## src/core/flash_link_pkg.sv

```systemverilog
// shared constants and carrier types for the single-wire flash LED programming block
package flash_link_pkg;

    // register addresses
    localparam logic [1:0] ADDR_TORCH_CURRENT = 2'h0;
    localparam logic [1:0] ADDR_SAFETY_TIMER  = 2'h1;
    localparam logic [1:0] ADDR_CHANNEL_SEL   = 2'h2;
    localparam logic [1:0] ADDR_RATIO         = 2'h3;

    // burst edge counts
    localparam logic [4:0] EDGE_DATA_MAX  = 5'h10;
    localparam logic [4:0] EDGE_ADDR_BASE = 5'h11;
    localparam logic [4:0] EDGE_ADDR_LAST = 5'h14;
    localparam logic [4:0] EDGE_SATURATE  = 5'h15;
    localparam logic [4:0] EDGE_ONE       = 5'h01;

    // stored codes are data minus one; cleared value is zero
    localparam logic [3:0] CODE_CLEAR         = 4'h0;
    localparam logic [3:0] TORCH_STEP_DEFAULT = 4'h0;
    localparam logic [3:0] TIMER_FULL_DEFAULT = 4'h0;
    localparam logic [3:0] CHANNEL_DEFAULT    = 4'h3;
    localparam logic [3:0] RATIO_DEFAULT      = 4'h3;
    localparam logic [3:0] CODE_OFF           = 4'hF;
    localparam logic [3:0] CHANNEL_NONE       = 4'h0;
    localparam logic [3:0] CHANNEL_B_ONLY     = 4'h1;
    localparam logic [3:0] CHANNEL_A_ONLY     = 4'h2;
    localparam logic [3:0] CHANNEL_BOTH       = 4'h3;

    // timing
    localparam int unsigned CLK_FREQ_MHZ  = 125;
    localparam int unsigned LATCH_TIME_US = 500;
    localparam int unsigned OFF_TIME_US   = 500;
    localparam int unsigned CNT_W         = 17;
    localparam logic [CNT_W-1:0] LATCH_CYCLES = CNT_W'(LATCH_TIME_US * CLK_FREQ_MHZ);
    localparam logic [CNT_W-1:0] OFF_CYCLES   = CNT_W'(OFF_TIME_US * CLK_FREQ_MHZ);

    typedef struct packed {
        logic ctrl;
        logic flash;
        logic inhibit;
    } pin_bus_t;

    typedef struct packed {
        pin_bus_t stage1;
        pin_bus_t stage2;
        pin_bus_t stage3;
        pin_bus_t stable;
    } sync_state_t;

    typedef struct packed {
        logic [3:0] torch_step;
        logic [3:0] timer_frac;
        logic [3:0] channel_sel;
        logic [3:0] ratio_sel;
    } settings_t;

    localparam settings_t SETTINGS_CLEAR = '{CODE_CLEAR, CODE_CLEAR, CODE_CLEAR, CODE_CLEAR};
    localparam settings_t SETTINGS_DEFAULT =
        '{TORCH_STEP_DEFAULT, TIMER_FULL_DEFAULT, CHANNEL_DEFAULT, RATIO_DEFAULT};

    typedef struct packed {
        logic             enabled;
        logic             ctrl_prev;
        logic [4:0]       edges;
        logic [CNT_W-1:0] high_cnt;
        logic [CNT_W-1:0] low_cnt;
        logic [1:0]       addr;
        settings_t        regs;
        logic             written;
        logic             torch_locked;
        logic             flash_active;
        logic             torch_mode;
        logic             sink_a;
        logic             sink_b;
        logic             torch_off;
        logic             inhibit_active;
    } core_state_t;

    localparam core_state_t CORE_RESET = '{
        enabled:        1'b0,
        ctrl_prev:      1'b0,
        edges:          5'h00,
        high_cnt:       '0,
        low_cnt:        '0,
        addr:           ADDR_TORCH_CURRENT,
        regs:           SETTINGS_CLEAR,
        written:        1'b0,
        torch_locked:   1'b0,
        flash_active:   1'b0,
        torch_mode:     1'b0,
        sink_a:         1'b0,
        sink_b:         1'b0,
        torch_off:      1'b0,
        inhibit_active: 1'b0
    };

endpackage

```

## src/core/pin_sync.sv

```systemverilog
// three-stage synchroniser with agreement filter for the asynchronous pins
`timescale 1ns/10ps
module pin_sync (
    input  wire logic                     mclk,
    input  wire logic                     rstn,
    input  wire logic                     clk_en,
    input  wire flash_link_pkg::pin_bus_t pins_async,
    output flash_link_pkg::pin_bus_t      pins_stable
);
    import flash_link_pkg::*;

    sync_state_t q;
    sync_state_t d;

    always_comb begin
        d        = q;
        d.stage1 = pins_async;
        d.stage2 = q.stage1;
        d.stage3 = q.stage2;
        // a change counts only once stages two and three agree
        if (q.stage2.ctrl == q.stage3.ctrl) begin
            d.stable.ctrl = q.stage3.ctrl;
        end
        if (q.stage2.flash == q.stage3.flash) begin
            d.stable.flash = q.stage3.flash;
        end
        if (q.stage2.inhibit == q.stage3.inhibit) begin
            d.stable.inhibit = q.stage3.inhibit;
        end
    end

    always_ff @(posedge mclk or negedge rstn) begin
        if (!rstn) begin
            q <= '0;
        end else if (clk_en) begin
            q <= d;
        end
    end

    assign pins_stable = q.stable;

endmodule

```

## src/core/flash_link_core.sv

```systemverilog
// single-wire edge-counting programming logic and setting registers of the flash LED driver
`timescale 1ns/10ps
module flash_link_core #(
    parameter logic [flash_link_pkg::CNT_W-1:0] LATCH_CNT = flash_link_pkg::LATCH_CYCLES,
    parameter logic [flash_link_pkg::CNT_W-1:0] OFF_CNT   = flash_link_pkg::OFF_CYCLES
) (
    input  wire logic                  mclk,
    input  wire logic                  rstn,
    input  wire logic                  clk_en,
    input  wire logic                  ctrl_pin,
    input  wire logic                  flash_trigger,
    input  wire logic                  flash_inhibit_pin,
    output flash_link_pkg::settings_t  settings,
    output logic [1:0]                 selected_addr,
    output logic                       device_enabled,
    output logic                       torch_mode,
    output logic                       flash_active,
    output logic                       sink_channel_a,
    output logic                       sink_channel_b,
    output logic                       torch_off,
    output logic                       inhibit_active
);
    import flash_link_pkg::*;

    pin_bus_t    pins_async;
    pin_bus_t    pins;
    core_state_t q;
    core_state_t d;
    logic        ctrl_rise;
    logic        flash_now;
    logic        latch_now;

    // channel enables in torch mode: {a, b}
    function automatic logic [1:0] decode_channels(input logic [3:0] sel);
        logic [1:0] ab;
        ab = 2'b00;
        unique case (sel)
            CHANNEL_NONE:   ab = 2'b00;
            CHANNEL_B_ONLY: ab = 2'b01;
            CHANNEL_A_ONLY: ab = 2'b10;
            CHANNEL_BOTH:   ab = 2'b11;
            default:        ab = 2'b00;
        endcase
        return ab;
    endfunction

    // burst length to stored code (data minus one)
    function automatic logic [3:0] edges_to_code(input logic [4:0] edges);
        logic [4:0] diff;
        diff = edges - EDGE_ONE;
        return diff[3:0];
    endfunction

    assign pins_async = '{ctrl: ctrl_pin, flash: flash_trigger, inhibit: flash_inhibit_pin};

    pin_sync u_pin_sync (
        .mclk        (mclk),
        .rstn        (rstn),
        .clk_en      (clk_en),
        .pins_async  (pins_async),
        .pins_stable (pins)
    );

    always_comb begin
        logic [1:0] ab;
        ab        = 2'b00;
        d         = q;
        ctrl_rise = pins.ctrl & ~q.ctrl_prev;
        latch_now = 1'b0;
        flash_now = pins.flash & q.enabled;
        d.ctrl_prev = pins.ctrl;

        if (pins.ctrl) begin
            d.low_cnt = '0;
            if (ctrl_rise) begin
                d.high_cnt = '0;
                d.enabled  = 1'b1;
                if (q.edges != EDGE_SATURATE) begin
                    d.edges = q.edges + EDGE_ONE;
                end
            end else if (q.high_cnt != LATCH_CNT) begin
                d.high_cnt = q.high_cnt + CNT_W'(1);
                latch_now  = (q.high_cnt == LATCH_CNT - CNT_W'(1)) && (q.edges != 5'h00);
            end
        end else begin
            d.high_cnt = '0;
            if (q.low_cnt != OFF_CNT) begin
                d.low_cnt = q.low_cnt + CNT_W'(1);
            end
        end

        if (latch_now) begin
            d.edges = 5'h00;
            if (q.edges <= EDGE_DATA_MAX) begin
                d.written = 1'b1;
                unique case (q.addr)
                    ADDR_TORCH_CURRENT: d.regs.torch_step  = edges_to_code(q.edges);
                    ADDR_SAFETY_TIMER:  d.regs.timer_frac  = edges_to_code(q.edges);
                    ADDR_CHANNEL_SEL:   d.regs.channel_sel = edges_to_code(q.edges);
                    ADDR_RATIO:         d.regs.ratio_sel   = edges_to_code(q.edges);
                endcase
            end else if (q.edges <= EDGE_ADDR_LAST) begin
                d.addr = 2'(q.edges - EDGE_ADDR_BASE);
            end
            // longer bursts are dropped with no effect
        end

        // flash trigger edges
        if (flash_now && !q.flash_active) begin
            d.torch_locked = 1'b1;
            if (!q.written && !latch_now) begin
                d.regs = SETTINGS_DEFAULT;
            end
        end
        if (!flash_now && q.flash_active) begin
            d.regs.timer_frac = TIMER_FULL_DEFAULT;
        end
        d.flash_active = flash_now;

        // long low: shutdown clears everything
        if (!pins.ctrl && q.low_cnt == OFF_CNT - CNT_W'(1)) begin
            d.enabled      = 1'b0;
            d.regs         = SETTINGS_CLEAR;
            d.addr         = ADDR_TORCH_CURRENT;
            d.edges        = 5'h00;
            d.written      = 1'b0;
            d.torch_locked = 1'b0;
            d.flash_active = 1'b0;
        end

        d.torch_mode = d.enabled & ~d.torch_locked & ~d.flash_active;
        if (d.flash_active) begin
            ab = 2'b11;
        end else if (d.torch_mode) begin
            ab = decode_channels(d.regs.channel_sel);
        end
        d.sink_a         = ab[1];
        d.sink_b         = ab[0];
        d.torch_off      = (d.regs.ratio_sel == CODE_OFF) | (d.regs.torch_step == CODE_OFF);
        d.inhibit_active = d.flash_active & pins.inhibit;
    end

    always_ff @(posedge mclk or negedge rstn) begin
        if (!rstn) begin
            q <= CORE_RESET;
        end else if (clk_en) begin
            q <= d;
        end
    end

    assign settings       = q.regs;
    assign selected_addr  = q.addr;
    assign device_enabled = q.enabled;
    assign torch_mode     = q.torch_mode;
    assign flash_active   = q.flash_active;
    assign sink_channel_a = q.sink_a;
    assign sink_channel_b = q.sink_b;
    assign torch_off      = q.torch_off;
    assign inhibit_active = q.inhibit_active;

endmodule

```

## config.mk

```make
export PLATFORM = sky130hd
export DESIGN_NAME = flash_link_core
export DESIGN_NICKNAME = d
export VERILOG_FILES = /design/src/core/flash_link_pkg.sv /design/src/core/pin_sync.sv /design/src/core/flash_link_core.sv
export SDC_FILE = /design/constraint.sdc
export NUM_CORES = 1
export LEC_CHECK = 0
export BUFFER_PORTS_ARGS = -buffer_cell sky130_fd_sc_hd__buf_2
export CAP_MARGIN = 5
export CORE_MARGIN = 4
export CORE_UTILIZATION = 42
export DETAILED_ROUTE_END_ITERATION = 12
export PLACE_DENSITY = 0.63
export SYNTH_ARGS = -nofsm -noshare
export SYNTH_HDL_FRONTEND = slang
export SYNTH_SLANG_ARGS = --single-unit
```

## constraint.sdc

```tcl
create_clock -name mclk -period 2.2 [get_ports mclk]
set_input_delay 0.11 -clock mclk [delete_from_list [all_inputs] [get_ports mclk]]
set_output_delay 0.11 -clock mclk [all_outputs]
set_load 0.02 [all_outputs]
```

==> impl_metrics.toml <==
[layout]
antennaDiodeCount = 0
nNetsFinal = 515
final_cell_mix = "dfrtp_1 (79), nor2_1 (45), nand2_1 (45)"
drive_gt1_share_pct = 22.7
areaGrowthSynthToFinish_pct = 15.9
num-fill-cells = 961
final_common_cell = "dfrtp_1"

[worst_setup_path]
worstPathRequired_ns = 2.45
cp-start-kind = "flop"
arrival_ns = 2.39
crit_path_end_kind = "flop"
cp_max_fo = 6
critPathKind = "reg2reg"

[timing]
hold_violations = 0
worst_pin_slew_ns = 0.641
fmax_ghz = 0.465
finalCriticalPeriod_ns = 2.15
finalCritPeriodShare_pct = 97.7
relSlewSlack_pct = 57.1
slew_viol_final = 0
rsz0062_at_grt = "true"
hold_slack_ns = 0.155
clock_skew_ns = 0.0116
setup_violations = 0

[synthesis]
synth.avg_cell_area_sq_um = 9.52
async_flop_share_pct = 100
synth-main-ff-cell = "dfrtp_1"
syn-num-nets = 473
ys_warn_count = 0
ys_types = 66
syn_area_sq_um = 4380
ys_ff_latch = 79
yosysSeqAreaShare_pct = 45.2
netlist_instances = 460
synth_edf_count = 0

[cts]
cts_max_path_buffers = 2
cts_max_level = 3
numCtsBuffers = 9
clock_latency_ns = 0.36
clkSlewWorstSetupHoldPaths_ns = 0.08
cts_tree = "done"
cts_num_sinks = 79
cts_root_buf = "clkbuf_8"

[global_routing]
grt_max_degree = 41
grt_pass1_vias = 3332
grt_pass1_wl_um = 16400
grt_usage_pct = 17.2
antenna_found_initial = 0
grt-ovfl-total = 0

[placed_design]
dpl.hpwl_um = 6870
gp_congestion = 0.813
port_buffers = 30

[floorplan]
die_w_um = 110
start_util_pct = 42.8
dieArea_sq_um = 12100
rows = 37
die_y_um = 110
io_pins = 31
core_sq_um = 10200

[power]
ir_drop_mv = 0.429
total_power_mw = 4.54
p_leak_nw = 2.17
power_density_nw_per_um2 = 896

[drt]
antenna_left = 0
wl_um = 9670
viasPerCell = 5.32
first_pass_iters = 4
vias = 3414
first_iter_violations = 132
wl_per_cell_um = 15.1
drc = 0

[run_status]
status = "completed"

[job]
cap_violations = 0

[hold_path]
hold_path_class = "in2reg"
-- cell usage after synthesis, types with 3 or more instances --
library cell	instances	area [sq um]
nand2_1	46	173
xor2_1	18	158
buf_6	4	45.0
ha_1	7	87.6
inv_1	17	63.8
o21ai_0	42	210
xnor2_1	9	78.8
buf_2	3	15.0
and4_1	3	26.3
o31ai_1	8	60.1
or3_1	7	43.8
buf_4	18	135
nand4_1	8	50.1
nand3_1	19	95.1
nor3b_1	3	22.5
a21oi_1	16	80.1
dfrtp_1	79	1980
and2_1	3	18.8
o21ai_1	5	25.0
nor4_1	7	43.8
mux2_2	6	67.6
clkbuf_1	9	33.8
nor2_1	45	169
o2bb2ai_1	5	43.8
a31oi_1	4	25.0
a21o_1	4	30.0
nand2b_1	6	37.5
nor3_1	12	60.1
-- through the flow --
step | instances | setup slack, ns | cell area, sq um | setup TNS (ns) | util [%]
2_1_floorplan | 460 | 0.00711 | 4410 | 0 | -
3_3_place_gp | 618 | 0.0598 | 4700 | 0 | 45.9
3_5_place_dp | 618 | -0.00103 | 4700 | -0.00103 | 45.9
4_1_cts | 637 | 0.0165 | 4960 | 0 | 48.5
5_1_grt | 642 | -0.0776 | 5070 | -0.142 | 49.6
6_report | 642 | 0.0512 | 5070 | 0 | 49.6
-- cell type report --
type	instances	area, sq um	area share (%)
multi-input combinational	329	2190	43.2
tap	136	170	3.35
clock inverter	4	70.1	1.38
inverter	17	66.3	1.31
timing repair buffer	66	458	9.03
clock buffer	11	141	2.79
sequential	79	1980	39.0
-- critical path: stages (launching register included) --
cell and delay, ns:
dfrtp_1 0.43, nor4b_4 0.43, nand4_4 0.20, nor3_4 0.27, mux2i_2 0.31, a21oi_1 0.11, a221o_1 0.30
-- kinds of logic after synthesis --
family | synth area share [%]
and+or+nand+nor | 24.1
AOI/OAI and AO/OA | 14.2
DFF | 45.2
buffers and inverters | 7.00
xor gates and xnor gates | 5.77
muxes | 1.77
adders and majority gates | 2.00
-- power breakdown --
part           switching [mW]  total (mW)  internal (mW)  leakage (nW)
registers               0.196        1.82           1.63          1.03
clock network           0.525        1.19          0.661         0.109
logic                   0.864        1.54          0.674          1.03
-- final timing paths --
path,start,endpoint,slack (ns),depth (start not counted)
setup / recovery,q[59]$_DFFE_PN0P_,sink_channel_b$_DFFE_PN0P_,0.05,6
hold / removal,clk_en,q[6]$_DFFE_PN0P_,0.16,2
setup reg to reg,q[59]$_DFFE_PN0P_,sink_channel_b$_DFFE_PN0P_,0.05,6
hold reg to reg,q[7]$_DFFE_PN0P_,q[7]$_DFFE_PN0P_,0.49,2
max in group asynchronous,rstn,u_pin_sync.pins_stable[1]$_DFFE_PN0P_,1.32,3
min in group asynchronous,rstn,settings[8]$_DFFE_PN0P_,0.28,2
-- registers in the layout (all words and copies together) (netlist names) --
name,count
q,42
settings,16
u_pin_sync.d,6
u_pin_sync.pins_stable,3
u_pin_sync.q,3
selected_addr,2
device_enabled,1
flash_active,1
inhibit_active,1
sink_channel_a,1
sink_channel_b,1
torch_mode,1
torch_off,1
-- layer usage --
| layer | GRT usage (%) | routed length (um) | vias up | part of all wire (%) |
|---|---|---|---|---|
| li1 | - | - | 1687 | - |
| met1 | 23.5 | 4590 | 1681 | 47 |
| met2 | 27.5 | 4630 | 42 | 48 |
| met3 | 4.31 | 390 | 4 | 4.0 |
| met4 | 4.05 | 68 | 0 | 0.70 |
| met5 | 0 | 0 | - | 0 |
-- repair_timing --
action | 4_1_cts | 5_1_grt
hold endpoints to repair | 42 | 0
setup endpoints to repair | 2 | 18
hold buffers | 4 | 0
buffers inserted | 0 | 5
resized for setup | 2 | 12
pin swaps | 0 | 5
Power figures use the tool's default switching activity.
